`config.mk`:
```
export PLATFORM = sky130hd
export DESIGN_NAME = lsp_ctrl
export DESIGN_NICKNAME = d
export VERILOG_FILES = /design/src/rtl/lsp_ctrl.v /design/src/rtl/lsp_tick_div.v
export VERILOG_INCLUDE_DIRS = /design/src /design/src/rtl
export SDC_FILE = /design/constraint.sdc
export NUM_CORES = 1
export LEC_CHECK = 0
export BUFFER_PORTS_ARGS = -buffer_cell sky130_fd_sc_hd__buf_4
export CORE_MARGIN = 2
export CORE_UTILIZATION = 45
export DETAILED_ROUTE_END_ITERATION = 8
export PLACE_DENSITY = 0.7
export SETUP_SLACK_MARGIN = 0.5
export SLEW_MARGIN = 0
export SYNTH_ARGS = -nofsm -noshare
export SYNTH_HDL_FRONTEND = slang
export SYNTH_SLANG_ARGS = --single-unit
```
`constraint.sdc`:
```
create_clock -name clk_sys -period 2.1 [get_ports clk_sys]
set_input_delay 0.42 -clock clk_sys [delete_from_list [all_inputs] [get_ports clk_sys]]
set_output_delay 0.42 -clock clk_sys [all_outputs]
set_load 0.1 [all_outputs]
```
`src/rtl/lsp_consts.vh`:
```
// Constants for the segment display sleep/power control block.
// Assumes inclusion by bare name from design files only.
`ifndef LSP_CONSTS_VH
`define LSP_CONSTS_VH

// Display control register bit positions
`define LSP_CTL_EN_BIT 7
`define LSP_CTL_SLP_BIT 6
`define LSP_CTL_PUMP_BIT 4
`define LSP_CTL_CS_HI 3
`define LSP_CTL_CS_LO 2
`define LSP_CTL_MUX_HI 1
`define LSP_CTL_MUX_LO 0
`define LSP_CTL_RST 8'h00

// Prescale field
`define LSP_PS_HI 3
`define LSP_PS_LO 0
`define LSP_PS_RST 4'h0

// Segment function register reset: all groups drive the glass
`define LSP_SE_RST 8'hFF

// Timing source codes
`define LSP_CS_SYS 2'h0
`define LSP_CS_T1 2'h1
`define LSP_CS_RC 2'h2

// Multiplex codes
`define LSP_MUX_STATIC 2'h0
`define LSP_MUX_HALF 2'h1
`define LSP_MUX_THIRD 2'h2
`define LSP_MUX_QUARTER 2'h3

// Dividers
`define LSP_SYS_DIV 9'd256
`define LSP_FRAME_DIV 8'd128
`define LSP_FRAME_DIV3 8'd96

// Level code for the lowest LCD voltage
`define LSP_LVL_MIN 2'h0

`endif

```
`src/rtl/lsp_ctrl.v`:
```
// Segment LCD control: sleep, bias source, reset state, pin function.
// Assumes one clk_sys; oscillator ticks arrive as synchronous pulses.
//
// What this block does
// RULE1 - control bit 6 chooses shutdown in sleep or keep running
// RULE2 - sleep with shutdown bit set stops everything at once
// RULE3 - shut down in sleep drives lowest level on all lines
// RULE4 - sleep with shutdown bit clear keeps refreshing from pixel data
// RULE5 - software picks RC or Timer1 source to display in sleep
// RULE6 - pixel data frozen while asleep
// RULE7 - reset leaves module disabled, pins default to LCD function
// RULE8 - control bit 4 set enables charge pump, else resistor ladder
// RULE9 - top rail tied to supply whenever pump is not running
// RULE10 - software programs prescale, pin function, then control fields
// RULE11 - software writes pixel data and clears frame flag next
// RULE12 - module runs only once enable bit 7 is set
// RULE13 - set group function bit overrides port direction bits
// RULE14 - writing 0x17 gives sleep-run, pump, Timer1, quad mux, disabled
// RULE15 - control bits 3:2 pick RC, Timer1 or system clock/256
// RULE16 - control bits 1:0 pick static, 1/2, 1/3, 1/4 mux
// RULE17 - frame is timing clock over 128 or 96 times prescale+1
// RULE18 - frame flag set after last pixel fetch before frame boundary
// RULE19 - pump runs only when enabled, selected, and not shut down
`include "lsp_consts.vh"

module lsp_ctrl #(
    parameter GROUPS = 8,
    parameter SEGS = 32,
    parameter COMS = 4
) (
    input wire clk_sys, // System clock, 200 MHz
    input wire srst, // Synchronous reset
    input wire ctlWe, // Control register write strobe
    input wire [7:0] ctlWdata, // Control register write data
    input wire psWe, // Prescale register write strobe
    input wire [3:0] psWdata, // Prescale write data
    input wire seWe, // Segment function write strobe
    input wire [GROUPS-1:0] seWdata, // Segment function write data
    input wire pixWe, // Pixel data write strobe
    input wire [3:0] pixAddr, // Pixel register index
    input wire [7:0] pixWdata, // Pixel write data
    input wire flagClr, // Frame flag clear pulse
    input wire coreSleep, // Core is asleep, level
    input wire rcTick, // Internal RC oscillator edge pulse
    input wire t1Tick, // Timer1 oscillator edge pulse
    input wire [GROUPS-1:0] portDir, // Port direction bits per group
    output reg [7:0] ctlRd, // Control register readback
    output reg [3:0] psRd, // Prescale readback
    output reg [GROUPS-1:0] seRd, // Segment function readback
    output reg frameFlag, // Frame flag, sticky
    output reg pumpOn, // Charge pump run
    output reg railTie, // Top rail tied to supply
    output reg rcOscOn, // RC oscillator power request
    output reg [GROUPS-1:0] pinLcd, // Group drives glass
    output reg [GROUPS-1:0] pinDir, // Effective port direction
    output reg [COMS-1:0] comActive, // Common lines in use
    output reg [1:0] comPhase, // Common currently driven
    output reg [SEGS-1:0] segData, // Segment pixel bits this phase
    output reg lvlMin // Force lowest level on all lines
);
    // ------------------------------------------------------------
    // Registers
    // ------------------------------------------------------------
    reg [7:0] ctl_r;
    reg [3:0] ps_r;
    reg [GROUPS-1:0] se_r;
    reg [7:0] pix_r [0:15];
    reg [1:0] phase_r;
    reg [8:0] sysCnt_r;
    reg sysTick_r;
    reg fetchDone_r;

    wire enBit = ctl_r[`LSP_CTL_EN_BIT];
    wire slpBit = ctl_r[`LSP_CTL_SLP_BIT];
    wire pumpSel = ctl_r[`LSP_CTL_PUMP_BIT];
    wire [1:0] csSel = ctl_r[`LSP_CTL_CS_HI:`LSP_CTL_CS_LO];
    wire [1:0] muxSel = ctl_r[`LSP_CTL_MUX_HI:`LSP_CTL_MUX_LO];
    // Halted: shutdown bit set and core asleep
    wire halted = coreSleep & slpBit; // RULE2
    wire running = enBit & ~halted; // RULE12
    wire [1:0] lastPhase = muxSel; // RULE16

    // ------------------------------------------------------------
    // Register writes
    // ------------------------------------------------------------
    // Writes accepted only while awake; a sleeping core cannot write
    always @(posedge clk_sys) begin
        if (srst) begin
            ctl_r <= `LSP_CTL_RST; // RULE7
            ps_r <= `LSP_PS_RST;
            se_r <= {GROUPS{1'b1}}; // RULE7
        end else if (!coreSleep) begin
            if (ctlWe)
                ctl_r <= ctlWdata; // RULE14 RULE1 RULE8
            if (psWe)
                ps_r <= psWdata;
            if (seWe)
                se_r <= seWdata;
        end
    end

    // Pixel storage is not reset; frozen during sleep
    always @(posedge clk_sys) begin
        if (pixWe && !coreSleep)
            pix_r[pixAddr] <= pixWdata; // RULE6
    end

    // ------------------------------------------------------------
    // Timing source
    // ------------------------------------------------------------
    // System clock stops in sleep, so no ticks from it then
    always @(posedge clk_sys) begin
        if (srst) begin
            sysCnt_r <= 9'd0;
            sysTick_r <= 1'b0;
        end else begin
            sysTick_r <= 1'b0;
            if (!coreSleep) begin
                if (sysCnt_r == `LSP_SYS_DIV - 9'd1) begin
                    sysCnt_r <= 9'd0;
                    sysTick_r <= 1'b1;
                end else begin
                    sysCnt_r <= sysCnt_r + 9'd1;
                end
            end
        end
    end

    reg srcTick;
    always @* begin
        case (csSel) // RULE15
            `LSP_CS_SYS: srcTick = sysTick_r; // RULE5
            `LSP_CS_T1: srcTick = t1Tick;
            default: srcTick = rcTick;
        endcase
    end

    // ------------------------------------------------------------
    // Frame timing: phase length = (ps+1) * 128/n or 96/3
    // ------------------------------------------------------------
    // Per-phase divider; whole frame is 128 or 96 times (ps+1)
    reg [7:0] phaseDiv;
    always @* begin
        case (muxSel)
            `LSP_MUX_STATIC: phaseDiv = `LSP_FRAME_DIV;
            `LSP_MUX_HALF: phaseDiv = `LSP_FRAME_DIV >> 1;
            `LSP_MUX_THIRD: phaseDiv = `LSP_FRAME_DIV3 / 8'd3;
            default: phaseDiv = `LSP_FRAME_DIV >> 2;
        endcase
    end

    wire psTick;
    wire phaseTick;
    lsp_tick_div #(.WIDTH(5)) uPs (
        .clk_sys(clk_sys),
        .srst(srst),
        .clr(~running),
        .tickIn(srcTick),
        .divisor({1'b0, ps_r} + 5'd1),
        .tickOut(psTick)
    ); // RULE17
    lsp_tick_div #(.WIDTH(8)) uPhase (
        .clk_sys(clk_sys),
        .srst(srst),
        .clr(~running),
        .tickIn(psTick),
        .divisor(phaseDiv),
        .tickOut(phaseTick)
    ); // RULE17

    // Phase counter steps commons; keeps going in sleep if allowed
    always @(posedge clk_sys) begin
        if (srst || !running) begin
            phase_r <= 2'd0;
            fetchDone_r <= 1'b0;
        end else begin
            fetchDone_r <= 1'b0;
            if (phaseTick) begin
                if (phase_r >= lastPhase) begin
                    phase_r <= 2'd0;
                end else begin
                    phase_r <= phase_r + 2'd1;
                    // Last phase data now fetched ahead of boundary
                    if (phase_r + 2'd1 == lastPhase)
                        fetchDone_r <= 1'b1; // RULE18
                end
            end else if (lastPhase == 2'd0 && psTick
                         && phase_r == 2'd0) begin
                fetchDone_r <= 1'b0;
            end
        end
    end

    // Static mode: flag once per frame on wrap of the single phase
    wire frameEvt = fetchDone_r | (phaseTick & (lastPhase == 2'd0));

    // ------------------------------------------------------------
    // Outputs
    // ------------------------------------------------------------
    reg [SEGS-1:0] segNxt;
    always @* begin
        segNxt = {pix_r[{phase_r, 2'd3}], pix_r[{phase_r, 2'd2}],
                  pix_r[{phase_r, 2'd1}], pix_r[{phase_r, 2'd0}]};
    end

    always @(posedge clk_sys) begin
        if (srst) begin
            frameFlag <= 1'b0;
            pumpOn <= 1'b0;
            railTie <= 1'b1;
            rcOscOn <= 1'b0;
            pinLcd <= {GROUPS{1'b1}};
            pinDir <= {GROUPS{1'b1}};
            comActive <= {COMS{1'b0}};
            comPhase <= 2'd0;
            segData <= {SEGS{1'b0}};
            lvlMin <= 1'b1;
            ctlRd <= `LSP_CTL_RST;
            psRd <= `LSP_PS_RST;
            seRd <= {GROUPS{1'b1}};
        end else begin
            // Set wins over a clear in the same cycle
            if (running && frameEvt)
                frameFlag <= 1'b1; // RULE18
            else if (flagClr)
                frameFlag <= 1'b0;
            pumpOn <= running & pumpSel; // RULE19 RULE8
            railTie <= ~(running & pumpSel); // RULE9
            // Both upper source codes pick RC, so both power it
            rcOscOn <= running & (csSel != `LSP_CS_SYS)
                       & (csSel != `LSP_CS_T1); // RULE15
            pinLcd <= se_r;
            // Group bit set forces driver, direction ignored
            pinDir <= portDir & ~se_r; // RULE13
            comActive <= running ? ({COMS{1'b1}} >> (2'd3 - lastPhase))
                                 : {COMS{1'b0}};
            comPhase <= running ? phase_r : 2'd0;
            // Keep refreshing from stored pixels when enabled and not halted
            segData <= running ? segNxt : {SEGS{1'b0}}; // RULE4
            lvlMin <= ~running; // RULE3
            ctlRd <= ctl_r;
            psRd <= ps_r;
            seRd <= se_r;
        end
    end
endmodule

```
`src/rtl/lsp_tick_div.v`:
```
// Divider producing a one-cycle enable every DIV input enables.
// Assumes clk_sys and synchronous active-high reset.
`include "lsp_consts.vh"

module lsp_tick_div #(
    parameter WIDTH = 9
) (
    input wire clk_sys, // System clock
    input wire srst, // Synchronous reset
    input wire clr, // Restart the count
    input wire tickIn, // Input enable
    input wire [WIDTH-1:0] divisor, // Division ratio, at least one
    output reg tickOut // One-cycle output enable
);
    reg [WIDTH-1:0] cnt_r;

    // Count input enables, pulse on wrap
    always @(posedge clk_sys) begin
        if (srst || clr) begin
            cnt_r <= {WIDTH{1'b0}};
            tickOut <= 1'b0;
        end else begin
            tickOut <= 1'b0;
            if (tickIn) begin
                if (cnt_r + 1'b1 >= divisor) begin
                    cnt_r <= {WIDTH{1'b0}};
                    tickOut <= 1'b1;
                end else begin
                    cnt_r <= cnt_r + 1'b1;
                end
            end
        end
    end
endmodule

```
==> results.tsv <==
stage	metric	value	unit
finish	Final Cell Area	11930	sq um
routing	via count	5471	
yosys	top cell type's share of synthesized area	43.00	%
yosys	#FFs+latches synth	247	
yosys	Synth Net Count	676	
cts	H-tree Lvls	1	
critical_path	Worst Reg-to-Reg Cells	8	
critical_path	CP startpoint kind	flip-flop	
finish	Ant. Diodes	0	
global_routing	total grt overflow	0	
timing	final setup margin	-0.1388	ns
critical_path	r2r endpoint	uPhase.cnt_r[0]	
cts	Max clock buf depth	3	
finish	share of cells above drive strength 1	42.71	%
power	Worst VDD drop	0.0006089	V
critical_path	critical path peak fanout	5	
yosys	Async SR Flop Fraction	0	%
floorplan	Core Box Area	19460	sq um
power	Power Density	904.1	nW/um^2
timing	Setup-failing EPs final	8	
finish	nets	841	
timing	fin crit share	106.6	%
floorplan	DIE AREA	21010	sq um
global_routing	largest net degree at the start of global routing	53	
timing	Peak Freq	0.4467	GHz
power	Leak	4.663	nW
finish	most frequent cells in the layout	166 x buf_4, 128 x edfxtp_1, 95 x dfxtp_1	
worst_hold_path	Hold Path Class	in2reg	
floorplan	Die H	144.9	um
global_routing	first-pass GRT wire length	29460	um
yosys	area leader, netlist	edfxtp_1	
flow_run	Max Cap Viol	0	
yosys	top cells by area, synth	edfxtp_1 43%, dfxtp_1 27%, mux4_2 8.1%	
status	status	finished, violations left	
worst_hold_path	Min-Delay Endpoint	pinDir[4]	
yosys	Synth Instances	612	
routing	DR iter-0 viols	238	
floorplan	Initial Util	45.93	%
placement	Placer Congestion	0.8205	
routing	drt drc	0	
critical_path	Required @ worst endpoint	2.53	ns
placement	Placed Cells incl. Taps	985	
routing	DR WL/cell	18.23	um
routing	final wirelength	19350	um
timing	Fin Clk Skew	0.01679	ns
floorplan	Die Width	144.9	um
placement	number of port buffers	128	
yosys	distinct cell type count of the synthesized netlist	44	
routing	Routed Antenna Nets	0	
finish	Layout area overhead	33.50	%
timing	unrepaired setup endpoints after global routing	true	
yosys	top_reg_cell synth	edfxtp_1	
placement	placed cell area	10370	sq um
global_routing	vias in the first global route	5558	
critical_path	worst r2r src	uPhase.cnt_r[3]	
finish	Final Non-Filler Cells	1061	
timing	Final Hold Violating Endpoints	0	
critical_path	Crit. End Element	flip-flop	
critical_path	Reg2Reg Setup Slack	-0.14	ns
cts	clk slew on worst S/H paths	0.06	ns
worst_hold_path	Hold Crit Start	portDir[4]	
global_routing	GR Util All Layers	17.56	%
critical_path	CP arrival	2.67	ns
routing	vias per inst	5.156	
cts	CTS tree	done	
finish	most common cell after layout, fill and taps aside	buf_4	
routing	router iterations before antenna repair	4	
cts	hold buffers post-CTS	0	
global_routing	initial antenna violation count	0	
timing	relative slew slack	67.56	%
yosys	sequential fraction of the synthesis area	69.65	%
yosys	Synth Warn #	0	
power	Design Power	0.01079	W
cts	Root Buffer Master	clkbuf_16	
floorplan	I/O pin cnt	129	
yosys	Post-Syn Area per Cell	14.61	sq um
status	failing checks	setup timing	
yosys	Post-synth EDFFs	128	
cts	clk sinks	247	
timing	Slew Limit Fails	0	
timing	worst slew pin tran	0.4861	ns
worst_hold_path	Hold Crit Depth	2	
floorplan	row cnt	51	
timing	Period minus WS final	2.239	ns
placement	DP HPWL	11990	um
cts	Num CTS Buffers	25	
critical_path	WS Path Type	reg2reg	
cts	Worst-Skew Late Latency	0.52	ns
yosys	area of the mapped netlist	8939	sq um
## Yosys cell counts (2+ instances only)
library cell / count
o21ai_1: 6
and3b_1: 2
inv_2: 2
clkbuf_1: 18
xor2_1: 7
buf_4: 10
inv_1: 15
nor2b_1: 16
nand3_1: 13
nand2b_1: 4
a32o_1: 3
o22ai_1: 2
nand2_1: 24
nor3_1: 9
buf_1: 2
or3_1: 4
nand4b_1: 2
buf_2: 6
mux2i_1: 12
nor3b_1: 3
edfxtp_1: 128
nor2_1: 55
dfxtp_1: 119
ha_1: 14
mux4_2: 32
o21ai_0: 4
and3_1: 38
xnor2_1: 8
a21o_1: 9
a211o_1: 8
a21oi_1: 15
o21a_1: 2
or2_1: 9
## worst max path at each step
| stage | from | end | slack, ns | depth (start not counted) |
|---|---|---|---|---|
| 3_3_place_gp | uPhase.cnt_r[4] | uPhase.cnt_r[0] | 0.16 | 8 |
| 4_1_cts | uPhase.cnt_r[0] | uPhase.cnt_r[0] | 0.02 | 8 |
| 5_1_grt | uPhase.cnt_r[3] | uPhase.cnt_r[0] | -0.22 | 8 |
| 6_report | uPhase.cnt_r[3] | uPhase.cnt_r[0] | -0.14 | 8 |
| 2_1_floorplan | uPhase.cnt_r[2] | uPhase.cnt_r[0] | 0.25 | 8 |
| 3_5_place_dp | uPhase.cnt_r[0] | uPhase.cnt_r[6] | 0.005 | 9 |
## cell families (layout without fill, tap and decap cells)
group / after synthesis / after routing / share of synthesized area [%]
xor gates and xnor gates: 15 / 15 / 1.470
buffers and inverters: 54 / 238 / 2.771
muxes: 44 / 44 / 9.407
and+or+nand+nor: 183 / 183 / 10.50
AOI/OAI and AO/OA: 55 / 55 / 4.241
adders and majority gates: 14 / 14 / 1.960
DFF: 247 / 247 / 69.65
## routing by layer
layer	GRT usage (%)	part of all wire, %	vias to the layer above
li1	-	-	2555
met1	21.22	41	2761
met2	32.38	53	121
met3	2.642	3.7	34
met4	5.297	2.2	0
met5	0	0	-
## sequential cells by signal (all words and copies together), names as in the netlist, 5 cells and up
name          count
pix_r           128
uPs.cnt_r         5
uPhase.cnt_r      8
segData          32
pinLcd            8
pinDir            8
ctlRd             8
sysCnt_r          9
se_r              8
ctl_r             8
## final cells by class
type	instances	area, sq um
timing repair buffer	174	1345
tap	265	331.6
sequential	247	6284
inverter	18	68.82
multi-input combinational	311	2968
clock inverter	6	108.9
clock buffer	40	827.0
fill	1419	7530
## through the flow
| stage | setup WS [ns] | hold WS [ns] | setup TNS, ns | util (%) |
|---|---|---|---|---|
| 3_5_place_dp | 0.005097 | 0.4151 | 0 | 53.28 |
| 4_1_cts | 0.01980 | 0.09003 | 0 | 59.33 |
| 5_1_grt | -0.2157 | 0.08873 | -1.236 | 61.31 |
| 6_report | -0.1388 | 0.1056 | -0.4493 | 61.31 |
| 3_3_place_gp | 0.1636 | 0.4082 | 0 | 53.28 |
| 2_1_floorplan | 0.2468 | 0.3852 | 0 | - |
## report_power, final
group | switching [W] | internal (W) | total, W
sequential | 0.0000406 | 0.00515 | 0.00519
clock | 0.00178 | 0.00307 | 0.00485
combinational | 0.000531 | 0.000222 | 0.000753
total | 0.00235 | 0.00844 | 0.0108
## worst max-delay path, cell delays in order, from the launching register on
cell and delay, ns:
dfxtp_4 0.38, nand3_4 0.10, nor3_4 0.17, xor2_1 0.23
ha_1 0.35, a21oi_4 0.21, o211ai_4 0.14, or3_4 0.41
o21ai_2 0.17
## what timing repair did
item,CTS,global route
setup buffers,12,18
endpoints found under the setup margin,21,27
gates resized for setup,38,45
pin swaps,22,25
No activity file was read; power rests on OpenSTA's default activity.
